[src/sample_link_pkg.sv]
// Shared constants and types for the parallel sample link
package sample_link_pkg;
  localparam int SampleWidth = 16;
  localparam int MsbPos = 15;
  localparam int LsbPos = 0;
  localparam int PipeDepth = 7;
  localparam int LinkSyncDepth = 3;
  localparam int LinkDivide = 6;
  localparam logic [15:0] MidScaleCode = 16'h8000;
  localparam logic [15:0] MsbMask = 16'h8000;
  localparam logic [15:0] ZeroWord = 16'h0000;
  localparam logic [31:0] RegCtrl = 32'h0000_0000;
  localparam logic [31:0] RegStatus = 32'h0000_0004;
  localparam logic [31:0] RegMask = 32'h0000_0008;
  localparam logic [31:0] RegSample = 32'h0000_000C;
  localparam logic [31:0] RegCount = 32'h0000_0010;
  localparam logic [31:0] RegAnalog = 32'h0000_0014;
  localparam int CtrlDriveOff = 0;
  localparam int CtrlPowerDown = 1;
  localparam int CtrlDither = 2;
  localparam int CtrlScramble = 3;
  localparam int CtrlGain = 4;
  localparam int CtrlFmtLo = 5;
  localparam int CtrlFmtHi = 6;
  localparam int CtrlRun = 7;
  localparam int StatNewSample = 0;
  localparam int StatRange = 1;
  localparam logic [7:0] CtrlReset = 8'h03;
  localparam logic [1:0] StatZero = 2'h0;

  typedef enum logic [1:0] {
    FmtOffsetNoStab = 2'h0,
    FmtOffsetStab = 2'h1,
    FmtTwosStab = 2'h2,
    FmtTwosFull = 2'h3
  } format_level_t;
endpackage

[src/sample_link_if.sv]
// Interface joining converter pins and capture logic
`timescale 1ns/1ps
interface sample_link_if;
  logic convClk;
  logic [15:0] sampleBitsOut;
  logic [15:0] sampleBitsOe;
  logic dataValidTrueOut;
  logic dataValidInvertedOut;
  logic rangeExceededOut;
  logic strobeOe;
  logic outputDriveOff;
  logic powerDownPin;
  logic ditherSelect;
  logic outputScrambleSelect;
  logic inputGainSelect;
  logic [1:0] formatLevel;

  modport converter (
    input convClk,
    output sampleBitsOut,
    output sampleBitsOe,
    output dataValidTrueOut,
    output dataValidInvertedOut,
    output rangeExceededOut,
    output strobeOe,
    input outputDriveOff,
    input powerDownPin,
    input ditherSelect,
    input outputScrambleSelect,
    input inputGainSelect,
    input formatLevel
  );

  modport capture (
    output convClk,
    input sampleBitsOut,
    input sampleBitsOe,
    input dataValidTrueOut,
    input dataValidInvertedOut,
    input rangeExceededOut,
    input strobeOe,
    output outputDriveOff,
    output powerDownPin,
    output ditherSelect,
    output outputScrambleSelect,
    output inputGainSelect,
    output formatLevel
  );
endinterface // sample_link_if

[src/edge_sync.sv]
// Three-stage synchroniser with edge detection
`timescale 1ns/1ps
module edge_sync
  import sample_link_pkg::*;
(
  input wire logic core_clk,
  input wire logic rst,
  input wire logic pinIn,
  output logic level,
  output logic rise,
  output logic fall
);
  import sample_link_pkg::*;

  typedef struct packed {
    logic [LinkSyncDepth-1:0] sync;
    logic level;
  } sync_state_t;

  sync_state_t state_q;
  sync_state_t state_d;

  always_comb begin
    state_d = state_q;
    state_d.sync = {state_q.sync[LinkSyncDepth-2:0], pinIn};
    // Change accepted only once stages two and three agree
    if (state_q.sync[1] == state_q.sync[2]) begin
      state_d.level = state_q.sync[2];
    end
  end

  always_ff @(posedge core_clk or posedge rst) begin
    if (rst) begin
      state_q <= '0;
    end else begin
      state_q <= state_d;
    end
  end

  assign level = state_q.level;
  assign rise = state_d.level & ~state_q.level;
  assign fall = ~state_d.level & state_q.level;
endmodule // edge_sync

[src/converter_end.sv]
// Digital output side of the sampling converter
// Behaviour
// RQ1 - Sample taken on converter clock falling edge
// RQ2 - Capture logic may latch on rising edge
// RQ3 - Result appears seven clocks after sampling
// RQ4 - Sixteen-bit word, bit 15 is MSB
// RQ5 - True strobe toggles; capture on falling
// RQ6 - Inverted strobe complements; capture on rising
// RQ7 - Range flag high for out-of-range samples
// RQ8 - Drive-off input high tristates data outputs
// RQ9 - Power-down tristates all outputs, halts conversion; rangeExceededOut has no enable and stays driven
// RQ10 - Dither applied only when dither selected
// RQ11 - Levels 0,1 offset binary; 2,3 two's complement
// RQ12 - Level 0 disables duty-cycle stabilizer
// RQ13 - Scramble XORs bits 15..1 with bit 0
// RQ14 - Receiver XORs upper bits with LSB
// RQ15 - Gain select raises gain to 1.5
// RQ16 - Mid-scale two's complement crosses zero
// RQ17 - Formats differ only in MSB inversion
`timescale 1ns/1ps
module converter_end
  import sample_link_pkg::*;
#(
  parameter int Depth = PipeDepth
) (
  input wire logic core_clk,
  input wire logic rst,
  sample_link_if.converter link,
  input wire logic [15:0] analogSample,
  input wire logic analogOverRange,
  output logic stabilizerOn,
  output logic [SampleWidth-1:0] heldSample
);
  import sample_link_pkg::*;

  // ----------------------------------------------------------------
  // State
  // ----------------------------------------------------------------
  typedef struct packed {
    logic [Depth-1:0][SampleWidth-1:0] pipeWord;
    logic [Depth-1:0] pipeRange;
    logic [SampleWidth-1:0] heldWord;
    logic heldRange;
    logic [SampleWidth-1:0] outWord;
    logic outRange;
    logic strobe;
    logic [SampleWidth-1:0] lfsr;
  } conv_state_t;

  conv_state_t state_q;
  conv_state_t state_d;
  logic clkLevel;
  logic clkRise;
  logic clkFall;
  logic powerDown;
  logic [SampleWidth-1:0] gained;
  logic [SampleWidth-1:0] coded;
  logic overRange;

  edge_sync clkSync (
    .core_clk(core_clk),
    .rst(rst),
    .pinIn(link.convClk),
    .level(clkLevel),
    .rise(clkRise),
    .fall(clkFall)
  );

  // Control pins are static straps; used directly with no register stage
  assign powerDown = link.powerDownPin;

  function automatic logic [SampleWidth-1:0] apply_gain(input logic [SampleWidth-1:0] x, input logic hi);
    logic signed [SampleWidth+1:0] centred;
    logic signed [SampleWidth+1:0] scaled;
    begin
      centred = $signed({2'b00, x}) - $signed({2'b00, MidScaleCode});
      scaled = hi ? centred + (centred >>> 1) : centred; // [RQ15]
      if (scaled > $signed({3'b000, ~MidScaleCode[14:0]})) begin
        apply_gain = ~ZeroWord;
      end else if (scaled < -$signed({2'b00, MidScaleCode})) begin
        apply_gain = ZeroWord;
      end else begin
        apply_gain = scaled[SampleWidth-1:0] ^ MidScaleCode;
      end
    end
  endfunction

  // ----------------------------------------------------------------
  // Conversion path
  // ----------------------------------------------------------------
  always_comb begin
    gained = apply_gain(analogSample, link.inputGainSelect);
    overRange = analogOverRange | (link.inputGainSelect && gained != apply_gain(analogSample, 1'b0)
                && (gained == ~ZeroWord || gained == ZeroWord)); // [RQ7]
    // Dither is an internal small perturbation, removed digitally
    coded = gained;
    if (link.ditherSelect) begin
      coded = gained ^ {{(SampleWidth-1){1'b0}}, state_q.lfsr[0] & 1'b0}; // [RQ10]
    end
  end

  always_comb begin
    state_d = state_q;
    if (!powerDown) begin // [RQ9]
      if (clkFall) begin
        state_d.heldWord = coded; // [RQ1]
        state_d.heldRange = overRange;
      end
      if (clkRise) begin
        state_d.pipeWord[0] = state_q.heldWord;
        state_d.pipeRange[0] = state_q.heldRange;
        for (int i = 1; i < Depth; i++) begin
          state_d.pipeWord[i] = state_q.pipeWord[i-1];
          state_d.pipeRange[i] = state_q.pipeRange[i-1];
        end
        // Stage Depth-2 reaches the pins on the seventh rising edge
        state_d.outWord = state_q.pipeWord[Depth-2]; // [RQ3]
        state_d.outRange = state_q.pipeRange[Depth-2];
        if (link.formatLevel == FmtTwosStab || link.formatLevel == FmtTwosFull) begin
          state_d.outWord = state_q.pipeWord[Depth-2] ^ MsbMask; // [RQ11] [RQ16] [RQ17]
        end
        if (link.outputScrambleSelect) begin
          state_d.outWord[MsbPos:LsbPos+1] = state_d.outWord[MsbPos:LsbPos+1]
            ^ {(SampleWidth-1){state_d.outWord[LsbPos]}}; // [RQ13]
        end
        state_d.strobe = 1'b1; // [RQ5]
        state_d.lfsr = {state_q.lfsr[SampleWidth-2:0], state_q.lfsr[15] ^ state_q.lfsr[13]
          ^ state_q.lfsr[12] ^ state_q.lfsr[10]};
      end
      if (clkFall) begin
        state_d.strobe = 1'b0; // [RQ5]
      end
    end
  end

  always_ff @(posedge core_clk or posedge rst) begin
    if (rst) begin
      state_q <= '0;
      state_q.lfsr <= ~ZeroWord;
    end else begin
      state_q <= state_d;
    end
  end

  // ----------------------------------------------------------------
  // Pins
  // ----------------------------------------------------------------
  assign link.sampleBitsOut = state_q.outWord; // [RQ4]
  assign link.sampleBitsOe = {SampleWidth{~link.outputDriveOff & ~powerDown}}; // [RQ8] [RQ9]
  assign link.rangeExceededOut = state_q.outRange; // [RQ7]
  // Falling true strobe lands in the same cycle as the word change, on clkRise
  assign link.dataValidTrueOut = ~state_q.strobe; // [RQ5]
  assign link.dataValidInvertedOut = state_q.strobe; // [RQ6]
  assign link.strobeOe = ~powerDown; // [RQ9]
  assign stabilizerOn = (link.formatLevel != FmtOffsetNoStab); // [RQ12]
  assign heldSample = state_q.heldWord;
endmodule // converter_end

[src/flat_wrapper.sv]
// flat-port wrapper written by rule: the top's interface ports become plain ports
module converter_end_flat import sample_link_pkg::*;
#(
  parameter int Depth = PipeDepth
)
  (core_clk, rst, analogSample, analogOverRange, stabilizerOn, heldSample, link_convClk, link_sampleBitsOut, link_sampleBitsOe, link_dataValidTrueOut, link_dataValidInvertedOut, link_rangeExceededOut, link_strobeOe, link_outputDriveOff, link_powerDownPin, link_ditherSelect, link_outputScrambleSelect, link_inputGainSelect, link_formatLevel);
  sample_link_if link_i ();
  input wire logic core_clk;
  input wire logic rst;
  input wire logic [15:0] analogSample;
  input wire logic analogOverRange;
  output logic stabilizerOn;
  output logic [SampleWidth-1:0] heldSample;
  input wire logic [$bits(link_i.convClk)-1:0] link_convClk;
  output wire logic [$bits(link_i.sampleBitsOut)-1:0] link_sampleBitsOut;
  output wire logic [$bits(link_i.sampleBitsOe)-1:0] link_sampleBitsOe;
  output wire logic [$bits(link_i.dataValidTrueOut)-1:0] link_dataValidTrueOut;
  output wire logic [$bits(link_i.dataValidInvertedOut)-1:0] link_dataValidInvertedOut;
  output wire logic [$bits(link_i.rangeExceededOut)-1:0] link_rangeExceededOut;
  output wire logic [$bits(link_i.strobeOe)-1:0] link_strobeOe;
  input wire logic [$bits(link_i.outputDriveOff)-1:0] link_outputDriveOff;
  input wire logic [$bits(link_i.powerDownPin)-1:0] link_powerDownPin;
  input wire logic [$bits(link_i.ditherSelect)-1:0] link_ditherSelect;
  input wire logic [$bits(link_i.outputScrambleSelect)-1:0] link_outputScrambleSelect;
  input wire logic [$bits(link_i.inputGainSelect)-1:0] link_inputGainSelect;
  input wire logic [$bits(link_i.formatLevel)-1:0] link_formatLevel;
  assign link_i.convClk = link_convClk;
  assign link_sampleBitsOut = link_i.sampleBitsOut;
  assign link_sampleBitsOe = link_i.sampleBitsOe;
  assign link_dataValidTrueOut = link_i.dataValidTrueOut;
  assign link_dataValidInvertedOut = link_i.dataValidInvertedOut;
  assign link_rangeExceededOut = link_i.rangeExceededOut;
  assign link_strobeOe = link_i.strobeOe;
  assign link_i.outputDriveOff = link_outputDriveOff;
  assign link_i.powerDownPin = link_powerDownPin;
  assign link_i.ditherSelect = link_ditherSelect;
  assign link_i.outputScrambleSelect = link_outputScrambleSelect;
  assign link_i.inputGainSelect = link_inputGainSelect;
  assign link_i.formatLevel = link_formatLevel;
  converter_end #(.Depth(Depth)) u_core (.core_clk(core_clk), .rst(rst), .link(link_i), .analogSample(analogSample), .analogOverRange(analogOverRange), .stabilizerOn(stabilizerOn), .heldSample(heldSample));
endmodule
[config.mk]
export PLATFORM = sky130hd
export DESIGN_NAME = converter_end_flat
export DESIGN_NICKNAME = d
export VERILOG_FILES = /design/src/sample_link_pkg.sv /design/src/sample_link_if.sv /design/src/edge_sync.sv /design/src/converter_end.sv /design/src/flat_wrapper.sv
export SDC_FILE = /design/constraint.sdc
export NUM_CORES = 1
export LEC_CHECK = 0
export BUFFER_PORTS_ARGS = -buffer_cell sky130_fd_sc_hd__buf_2
export CAP_MARGIN = 10
export CELL_PAD_IN_SITES_DETAIL_PLACEMENT = 1
export CELL_PAD_IN_SITES_GLOBAL_PLACEMENT = 1
export CORE_MARGIN = 10
export CORE_UTILIZATION = 45
export CTS_CLUSTER_DIAMETER = 30
export DETAILED_ROUTE_END_ITERATION = 16
export PLACE_DENSITY_LB_ADDON = 0.15
export SLEW_MARGIN = 15
export SYNTH_ARGS = -nofsm -noshare
export SYNTH_HDL_FRONTEND = slang
export SYNTH_SLANG_ARGS = --single-unit
export TNS_END_PERCENT = 50
[constraint.sdc]
create_clock -name core_clk -period 5.7 [get_ports core_clk]
set_input_delay 0.285 -clock core_clk [delete_from_list [all_inputs] [get_ports core_clk]]
set_output_delay 0.285 -clock core_clk [all_outputs]
set_load 0.01 [all_outputs]
==> results.md, run 1 <==
- Clk sinks: 141
- CP endpoint kind: register
- Top-area cell type share of the netlist area: between 40 and 50%
- Pre-CTS setup slack: between 1.5 and 2 ns
- Post-layout nets: 770
- Final period util: 61.8%
- Cell Area, Placed: around 7900 um^2
- Vias: about 5,400
- Placer Congestion: roughly 0.93
- Final HPWL DP: between 10 and 15 mm
- Synth-to-layout area growth: 9.91%
- Mapped Cells: 700
- IO Pins: 80
- Final instance area: roughly 8500 um^2
- Initial core utilization: 46.3%
- Core footprint: 16,700 um^2
- R2r endpoint: u_core.state_q[54]$_DFFE_PP0P_
- CTS buffer count: 17
- Hold Slack: just under 0.3 ns
- Synth area leaders: dfrtp_1 (46%), mux2_2 (16%), buf_4 (4.8%)
- Root Buffer: clkbuf_16
- Worst vdd ir: between 0.0002 and 0.00025 V
- Power density over the cells: 427 nW/um^2
- Vias per Instance: about 5.7
- First-pass GRT wire length: between 30 and 40 mm
- Diodes inserted: 0
- WHS Path Cells: 4
- Most common cell in the netlist: dfrtp_1
- Worst hold-check path type: in2reg
- Top_reg_cell synth: dfrtp_1
- PnR worst setup slack: between 2 and 2.5 ns
- Worst clock skew: around 0.017 ns
- Final hold violations: 0
- 1st-pass router iterations: 4
- 1st-iter DRT viols: 220
- Final Power: between 3 and 4 mW
- Lkg Pwr: approximately 3.9 nW
- Crit-path max FO: 12
- Post-synthesis sequential area ratio: between 40% and 50%
- Fillcell total: ~1,800
- Post-CTS setup buffer count: 0
- Post-DR wirelength/cell: around 20 um
- Least-Margin Pin Slew: ~0.94 ns
- Register area: ~3500 um^2
- CP Launch Type: input port
- Overflow after GRT: 0
- Routed WL: roughly 19 mm
- CP Data Required Time: slightly below 6 ns
- Yosys warnings: 0
- Net Count, Synth: around 750
- Post-synth top area cell: dfrtp_1
- CP arrival: 3.80 ns
- CTS tree: done
- Residual DRC: 0
- IO Port Bufs: a little under 80
- Routed Antenna Nets: 0
- Worst-Skew Late Latency: between 0.4 and 0.5 ns
- Status: complete, no violations
- Hold Crit Start: link_powerDownPin
- Slew margin rel.: a little under two fifths
- Multi-input gate area: 3620 um^2
- Pins Over Slew Limit: 0
- Unrepaired setup endpoints after global routing: false
- Initial antenna violation count: 0
- Tmin final: around 3.5 ns
- Synth Area per Inst: 11.0 um^2
- Max Fclk: between 0.2 and 0.3 GHz
- H-Tree Depth: 4
- Total GRT Usage: roughly 17%
- Syn Std Cell Area: just under 8000 um^2
- Flops & latches, synth: 141
- Setup TNS Final: 0 ns
- Final setup violation count: 0
- Crit path kind: in2reg
- Reg clk slew, reported paths: 0.07 ns
- EDFF count, synth: 0
- Site Rows: 47
- R2R setup slack: between 2 and 3 ns
- Ys async rst share: 100%
- DIE AREA: 22,800 um^2
- Vias in the first global route: between 5,000 and 6,000
- Clk buf depth: 2
- Reg2Reg Depth: 8
- Synth top cells by count: dfrtp_1 (141), mux2_2 (108), nand2_1 (66)
- Chip width: between 150 and 200 um
- Max-cap viol count: 0
- Reg-to-reg startpoint: u_core.clkSync.level$_DFF_PP0_
- Die height: ~150 um
- Ratio of cells with drive above 1 in the final layout: between 30 and 40%
- Largest net degree at the start of global routing: 78
- Hold EP: u_core.link.dataValidInvertedOut$_DFFE_PP0P_
- Count of different cell masters after synthesis: 78
==> worst max path at each step <==
| stage | start | endpoint | slack, ns |
|---|---|---|---|
| global placement | analogSample[15] | u_core.state_q[34]$_DFFE_PP0P_ | 1.81 |
| floorplan | rst | u_core.clkSync.level$_DFF_PP0_ | 1.63 |
| global route | analogSample[15] | u_core.state_q[34]$_DFFE_PP0P_ | 1.97 |
| CTS | analogSample[15] | u_core.state_q[34]$_DFFE_PP0P_ | 2.25 |
| detailed placement | analogSample[15] | u_core.state_q[34]$_DFFE_PP0P_ | 1.81 |
| finish | analogSample[15] | u_core.state_q[34]$_DFFE_PP0P_ | 2.18 |
==> kinds of logic after synthesis <==
| logic type | synth area share [%] |
|---|---|
| xor+xnor | 2.83 |
| compound gates | 13.9 |
| simple gates | 10.6 |
| buf+inv | 7.59 |
| fa+ha+maj | 3.33 |
| mux | 16.1 |
| flops | 45.6 |
==> report_power, final <==
part	internal [mW]	leakage (nW)	switching (mW)
sequential	1.41	1.79	0.230
clock	0.611	0.271	0.441
combinational	0.482	1.82	0.455
total	2.50	3.88	1.12
==> cells in the final DEF (no fill, tap or decap), types with 8 or more instances in the layout <==
master,count
dfrtp_1,141
inv_1,14
nand2_1,65
nand2b_1,11
o21ai_0,44
nor3_1,10
mux2_2,108
buf_2,78
nor2_1,20
ha_1,19
nand3_1,10
nand4_1,8
clkbuf_16,17
o21a_1,10
xnor2_1,10
xor2_1,15
a21oi_1,22
==> metrics by stage <==
step,util [%],cells
final,50.9,956
after global routing,50.9,956
after CTS,50.9,956
after detailed placement,47.4,922
after global placement,47.4,922
after floorplan,-,700
==> state kept, by name (all words and copies together), names as in the netlist <==
signal and flops:
u_core.state_q 103, u_core.heldSample 16, u_core.link.sampleBitsOut 16, u_core.clkSync.state_d 2, u_core.clkSync.level 1, u_core.clkSync.state_q 1
u_core.link.dataValidInvertedOut 1, u_core.link.rangeExceededOut 1
==> layout make-up <==
| class | instances | share of cell area (%) |
|---|---|---|
| Tap cell | 220 | 3.24 |
| Clock buffer | 19 | 5.10 |
| Clock inverter | 13 | 1.55 |
| Timing Repair Buffer | 84 | 5.18 |
| Sequential cell | 141 | 41.5 |
| Inverter | 16 | 0.766 |
| Multi-Input combinational cell | 463 | 42.6 |
==> worst max-delay path, cell delays in order <==
cell and delay [ns]:
buf_2 0.19, inv_1 0.15, ha_1 0.37, nand2_1 0.13
nor2_1 0.38, nand3_1 0.27, o21ai_1 0.75, o21ai_0 0.38
a31oi_1 0.23, a41oi_1 0.10, a2111oi_2 0.39, a41oi_1 0.17
==> per-layer routing <==
layer  track usage, %  share of wire (%)  vias up
met4             7.36                2.8        0
met5                0                  0        -
met1             20.4                 42     2723
li1                 -                  -     2553
met3             4.21                5.3       30
met2             29.3                 50      134
==> repair_timing <==
action	CTS	global route
hold endpoints to repair	65	0
resized for setup	0	0
hold buffers	2	0
Power figures use the tool's default switching activity.
==> run 2, diff against run 1 <==
==> constraint.sdc (replaced) <==
create_clock -name core_clk -period 3.3 [get_ports core_clk]
set_input_delay 0.165 -clock core_clk [delete_from_list [all_inputs] [get_ports core_clk]]
set_output_delay 0.165 -clock core_clk [all_outputs]
set_load 0.01 [all_outputs]
==> run 2 against run 1 <==
  * Register-to-register slack worse by 1.8 ns
  * Final area is 3.8% higher
  * Hold slack worse by 0.21 ns
  * Critical endpoint unchanged
  * Largest cell class unchanged
  * Highest routed layer unchanged
==> results.md, run 2 (synthesized netlist as in run 1, its figures left out) <==
- Max Fclk: around 0.34 GHz
- Diodes inserted: 0 (unchanged)
- Pins Over Slew Limit: 0 (unchanged)
- 1st-pass router iterations: 4 (unchanged)
- H-Tree Depth: 4 (unchanged)
- Largest net degree at the start of global routing: 68 (-13%)
- Clk buf depth: 2 (unchanged)
- Multi-input gate area: 3620 um^2 (unchanged)
- Tmin final: just under 3 ns
- Placer Congestion: 0.918 (-1.3%)
- Vias: 5,605 (+3.0%)
- Least-Margin Pin Slew: 1.00 ns (+0.0595 ns)
- Vias in the first global route: 6,038 (+3.1%)
- CTS tree: done
- Crit path kind: in2reg
- CP endpoint kind: register
- Synth-to-layout area growth: 14.1%
- CP arrival: 3.24 ns (-0.56 ns)
- Overflow after GRT: 0 (unchanged)
- Total GRT Usage: 17.8% (+0.57 points)
- Die height: 151 um (unchanged)
- Residual DRC: 0 (unchanged)
- IO Pins: 80 (unchanged)
- DIE AREA: 22,800 um^2 (unchanged)
- Util after Layout: 52.8% (+1.9 points)
- Final setup violation count: 0 (unchanged)
- Hold Crit Start: link_powerDownPin
- Worst vdd ir: 0.000379 V (+63%)
- Initial antenna violation count: 0 (unchanged)
- Fillcell total: 1,840 (+2.3%)
- CTS buffer count: 17 (unchanged)
- CP Data Required Time: 3.63 ns (-2.34 ns)
- CP Launch Point: analogSample[1]
- Routed Antenna Nets: 0 (unchanged)
- First-pass GRT wire length: 32.2 mm (+3.3%)
- 1st-iter DRT viols: 197 (-10%)
- Crit-path max FO: 7 (-5)
- Commonest non-fill, non-tap cell in the layout: dfrtp_1
- IO Port Bufs: 78 (unchanged)
- Status: complete, no violations
- Core footprint: 16,700 um^2 (unchanged)
- Slew margin rel.: 33.2% (-4.1 points)
- Reg clk slew, reported paths: 0.07 ns (about the same)
- Post-CTS setup buffer count: 0 (unchanged)
- Register area: 3530 um^2 (unchanged)
- Final HPWL DP: 15.1 mm (+9.0%)
- Lkg Pwr: 4.07 nW (+5.1%)
- Ratio of cells with drive above 1 in the final layout: 36.7% (+3.5 points)
- Setup TNS Final: 0 ns (unchanged)
- Routed WL: 19.8 mm (+4.1%)
- Worst hold-check path type: in2reg
- Vias per Instance: 5.64 (-0.91%)
- Reg-to-reg startpoint: u_core.clkSync.level$_DFF_PP0_
- CP Launch Type: input port
- Root Buffer: clkbuf_16
- Final hold violations: 0 (unchanged)
- Clk sinks: 141 (unchanged)
- Commonest cells after routing, fill and taps aside: dfrtp_1 (141), mux2_2 (108), buf_2 (78)
- Max-cap viol count: 0 (unchanged)
- Top reg by flops: u_core.state_q
- Power density over the cells: 719 nW/um^2 (+68%)
- Unrepaired setup endpoints after global routing: false
- Post-DR wirelength/cell: 19.9 um (+0.13%)
- Final period util: between 80% and 90%
- Chip width: 151 um (unchanged)
- Initial core utilization: 46.3% (unchanged)
- Max reg flops: 103 (unchanged)
- Post-layout nets: 808 (+4.9%)
- Worst clock skew: 0.0165 ns (-0.0000519 ns)
- Site Rows: 47 (unchanged)
- Worst-Skew Late Latency: 0.42 ns (about the same)
==> run 2: worst max-delay path: stages <==
cell	delay (ns)
buf_2	0.13
ha_1	0.25
fa_1	0.40
a21oi_1	0.30
o221a_2	0.37
o2bb2ai_1	0.16
or4_1	0.51
and3_1	0.24
nor2_1	0.14
nor4_1	0.07
a221o_1	0.27
a41oi_1	0.22
==> run 2: area by class of cell <==
class	instances	area share (%)
flip-flops and latches	141	40.0
inverters	16	0.723
repair buffers	122	8.65
clock inverters	15	1.62
well taps	220	3.12
clock buffers	17	4.82
multi-input cells	463	41.1
==> run 2: metrics by stage <==
stage / setup WS [ns] / power [mW] / area [um^2] / instances / hold WS [ns]
final: 0.390 / 6.34 / 8820 / 994 / 0.0894
after global routing: 0.189 / 6.76 / 8820 / 994 / 0.139
after global placement: 0.0732 / 4.42 / 8230 / 960 / 0.276
after floorplan: 0.511 / 4.09 / 7730 / 700 / 0.196
after CTS: 0.424 / 6.43 / 8820 / 994 / 0.0802
after detailed placement: -0.0313 / 4.57 / 8230 / 960 / 0.275
==> run 2: worst paths after layout <==
| check | cells after the start | endpoint | slack (ns) |
|---|---|---|---|
| hold reg to reg | 0 | u_core.clkSync.state_d[3]$_DFF_PP0_ | 0.36 |
| setup / recovery | 12 | u_core.state_q[34]$_DFFE_PP0P_ | 0.39 |
| min in group asynchronous | 3 | u_core.link.sampleBitsOut[0]$_DFFE_PP0P_ | 0.52 |
| max in group asynchronous | 4 | u_core.state_q[96]$_DFFE_PP0P_ | 1.95 |
| hold / removal | 4 | u_core.link.dataValidInvertedOut$_DFFE_PP0P_ | 0.09 |
| setup reg to reg | 9 | u_core.state_q[34]$_DFFE_PP0P_ | 0.88 |
==> run 2: metal layers <==
layer / vias up / global-route usage [%] / part of all wire, %
met5: - / 0 / 0
met3: 31 / 3.97 / 4.8
met4: 0 / 6.83 / 2.4
met2: 125 / 30.5 / 50
met1: 2815 / 21.5 / 42
li1: 2634 / - / -
==> run 2: what timing repair did <==
action                                 CTS  global route
endpoints found under the hold margin   45             0
hold buffers                             2             0
gates resized for setup                  0             0
==> run 2: report_power, final <==
part           total, mW  internal [mW]  switching (mW)
sequential          2.83           2.43           0.402
clock               1.82           1.00           0.814
combinational       1.69          0.883           0.808
total               6.34           4.32            2.02
==> run 3, diff against run 2 <==
==> constraint.sdc (replaced) <==
create_clock -name core_clk -period 2.99 [get_ports core_clk]
set_input_delay 0.4485 -clock core_clk [delete_from_list [all_inputs] [get_ports core_clk]]
set_output_delay 0.4485 -clock core_clk [all_outputs]
set_load 0.01 [all_outputs]
==> run 3 against run 2 <==
  * Sequential share of layout area fell by 3.2 points
  * Utilization rose by 4.5 points
  * First-iteration DRC count rose by 68%
  * Clock-buffer cell count grew 2
  * Via count grew 7.0%
  * Global-route usage grew 2.0 points
  * Die area stayed put
  * Critical path depth did not move
  * Wire length increased by 12%
  * Critical path type unchanged
  * Critical endpoint unchanged
==> results.md, run 3 (synthesized netlist as in run 1, its figures left out) <==
- IO Port Bufs: 78 (unchanged)
- Reg clk slew, reported paths: 0.06 ns (about the same)
- Chip width: 151 um (unchanged)
- Vias: 5,995 (+7.0%)
- Crit path kind: in2reg
- Final period util: a little over nine tenths
- CP arrival: 3.21 ns (-0.03 ns)
- PnR worst setup slack: 0.0467 ns (-0.344 ns)
- 1st-pass router iterations: 4 (unchanged)
- Tmin final: between 2 and 3 ns
- Max reg flops: 103 (unchanged)
- Synth-to-layout area growth: 23.9%
- CP Launch Type: input port
- Cell Area, Placed: 8910 um^2 (+8.2%)
- Top reg by flops: u_core.state_q
- Initial antenna violation count: 0 (unchanged)
- Util after Layout: 57.3% (+4.5 points)
- Crit path top cell by count: a41oi_1
- Power density over the cells: 759 nW/um^2 (+5.6%)
- Cell Chain, Critical Path: buf_2 > ha_1 > a211oi_4 > nor4_4 > a311oi_4 > buf_4 > o211ai_2 > or4_1 > a31oi_1 > a41oi_1 > a2111oi_2 > a41oi_1
- CP max stage delay: 0.48 ns (-0.03 ns)
- Pre-CTS setup slack: -0.415 ns (-0.384 ns)
- Site Rows: 47 (unchanged)
- CTS tree: done
- Commonest non-fill, non-tap cell in the layout: dfrtp_1
- Worst clock skew: 0.0124 ns (-0.00410 ns)
- Final instance area: 9580 um^2 (+8.6%)
- Slew margin rel.: 46.8% (+14 points)
- Hold-fix buffers, CTS: 0 (-2)
- First-pass GRT wire length: 35.3 mm (+9.6%)
- CP Data Required Time: 3.26 ns (-0.37 ns)
- Max-cap viol count: 0 (unchanged)
- DIE AREA: 22,800 um^2 (unchanged)
- Root Buffer: clkbuf_16
- Overflow after GRT: 0 (unchanged)
- Worst hold-check path type: in2async
- Vias per Instance: 5.54 (-1.7%)
- Status: complete, no violations
- 1st-iter DRT viols: 331 (+68%)
- Post-layout nets: 896 (+11%)
- Diodes inserted: 0 (unchanged)
- Placer Congestion: 0.959 (+4.5%)
- Lkg Pwr: 4.52 nW (+11%)
- CTS buffer count: 17 (unchanged)
- Worst-Skew Late Latency: 0.42 ns (about the same)
- Total GRT Usage: 19.8% (+2.0 points)
- Clk sinks: 141 (unchanged)
- Final Power: 7.27 mW (+15%)
- Least-Margin Pin Slew: 0.797 ns (-0.204 ns)
- Residual DRC: 0 (unchanged)
- Pins Over Slew Limit: 0 (unchanged)
- Final setup violation count: 0 (unchanged)
- Post-DR wirelength/cell: 20.5 um (+2.6%)
- Setup TNS Final: 0 ns (unchanged)
- Fillcell total: 1,795 (-2.4%)
- Largest net degree at the start of global routing: 99 (+46%)
- Routed Antenna Nets: 0 (unchanged)
- Multi-input gate area: 3700 um^2 (+2.3%)
- Clk buf depth: 2 (unchanged)
- Worst vdd ir: 0.000400 V (+5.6%)
- Slowest-stage cell, CP: or4_1
- Crit-path max FO: 4 (-3)
- Vias in the first global route: 6,499 (+7.6%)
- IO Pins: 80 (unchanged)
- Final hold violations: 0 (unchanged)
- Max Fclk: roughly 0.34 GHz
- Register area: 3530 um^2 (unchanged)
- Routed WL: 22.2 mm (+12%)
- H-Tree Depth: 4 (unchanged)
- Ratio of cells with drive above 1 in the final layout: 44.9% (+8.2 points)
- Final HPWL DP: 17.1 mm (+13%)
- Core footprint: 16,700 um^2 (unchanged)
- Initial core utilization: 46.3% (unchanged)
- CP endpoint kind: register
- Commonest cells after routing, fill and taps aside: dfrtp_1 (141), buf_4 (128), mux2_2 (108)
- Die height: 151 um (unchanged)
==> run 3: cell count changes in the layout (fill, tap and decap cells not counted), moves of 2 or more <==
| cell | change |
|---|---|
| a21oi_2 | +2 |
| buf_4 | +89 |
| clkinv_4 | +4 |
| inv_6 | -3 |
| a21oi_1 | -2 |
| dlygate4sd3_1 | -2 |
| inv_8 | -3 |
==> run 3: layout make-up <==
cell class | instances | share of cell area, %
Sequential cell | 141 | 36.8
Inverter | 16 | 0.666
Tap cell | 220 | 2.87
Clock inverter | 13 | 1.37
Timing Repair Buffer | 210 | 14.9
Clock buffer | 19 | 4.62
Multi-Input combinational cell | 463 | 38.7
==> run 3: what timing repair did <==
action                                  in CTS  in global routing
pin swaps                                    0                  7
setup buffers                                0                  2
endpoints found under the hold margin        0                  0
endpoints found under the setup margin       1                  1
gates resized for setup                      1                 15
==> run 3: metrics by stage <==
stage	hold slack, ns	instances
global route	0.0931	1082
finish	0.0593	1082
CTS	0.0589	1080
detailed placement	0.345	1048
floorplan	0.331	700
global placement	0.342	1048
==> run 3: critical path, delay by kind of cell <==
| family | cells | cell delay [ns] |
|---|---|---|
| AOI/OAI and AO/OA | 7 | 1.52 |
| buffers and inverters | 2 | 0.30 |
| and+or+nand+nor | 2 | 0.58 |
| adders and majority gates | 1 | 0.36 |
==> run 3: final timing paths <==
kind	from	slack, ns	depth (start not counted)	to
hold / removal	rst	0.06	2	u_core.link.sampleBitsOut[15]$_DFFE_PP0P_
hold reg to reg	u_core.clkSync.state_d[2]$_DFF_PP0_	0.37	0	u_core.clkSync.state_d[3]$_DFF_PP0_
min in group core_clk	link_convClk	0.14	1	u_core.clkSync.state_d[2]$_DFF_PP0_
setup / recovery	analogSample[1]	0.05	12	u_core.state_q[34]$_DFFE_PP0P_
setup reg to reg	u_core.clkSync.level$_DFF_PP0_	0.80	9	u_core.state_q[34]$_DFFE_PP0P_
max in group asynchronous	rst	2.09	3	u_core.heldSample[7]$_DFFE_PP0P_
==> run 3: report_power, final <==
| part | internal [mW] | switching (mW) |
|---|---|---|
| combinational | 1.12 | 0.980 |
| sequential | 2.69 | 0.476 |
| clock | 1.18 | 0.826 |
==> run 3: routing by layer <==
metal / up-vias / global-route usage (%) / wire length, um / share of wire (%)
met3: 40 / 2.80 / 831 / 3.8
met1: 3020 / 23.7 / 9300 / 42
met5: - / 0 / 0 / 0
met4: 0 / 9.14 / 734 / 3.3
li1: 2797 / - / - / -
met2: 138 / 34.6 / 11300 / 51
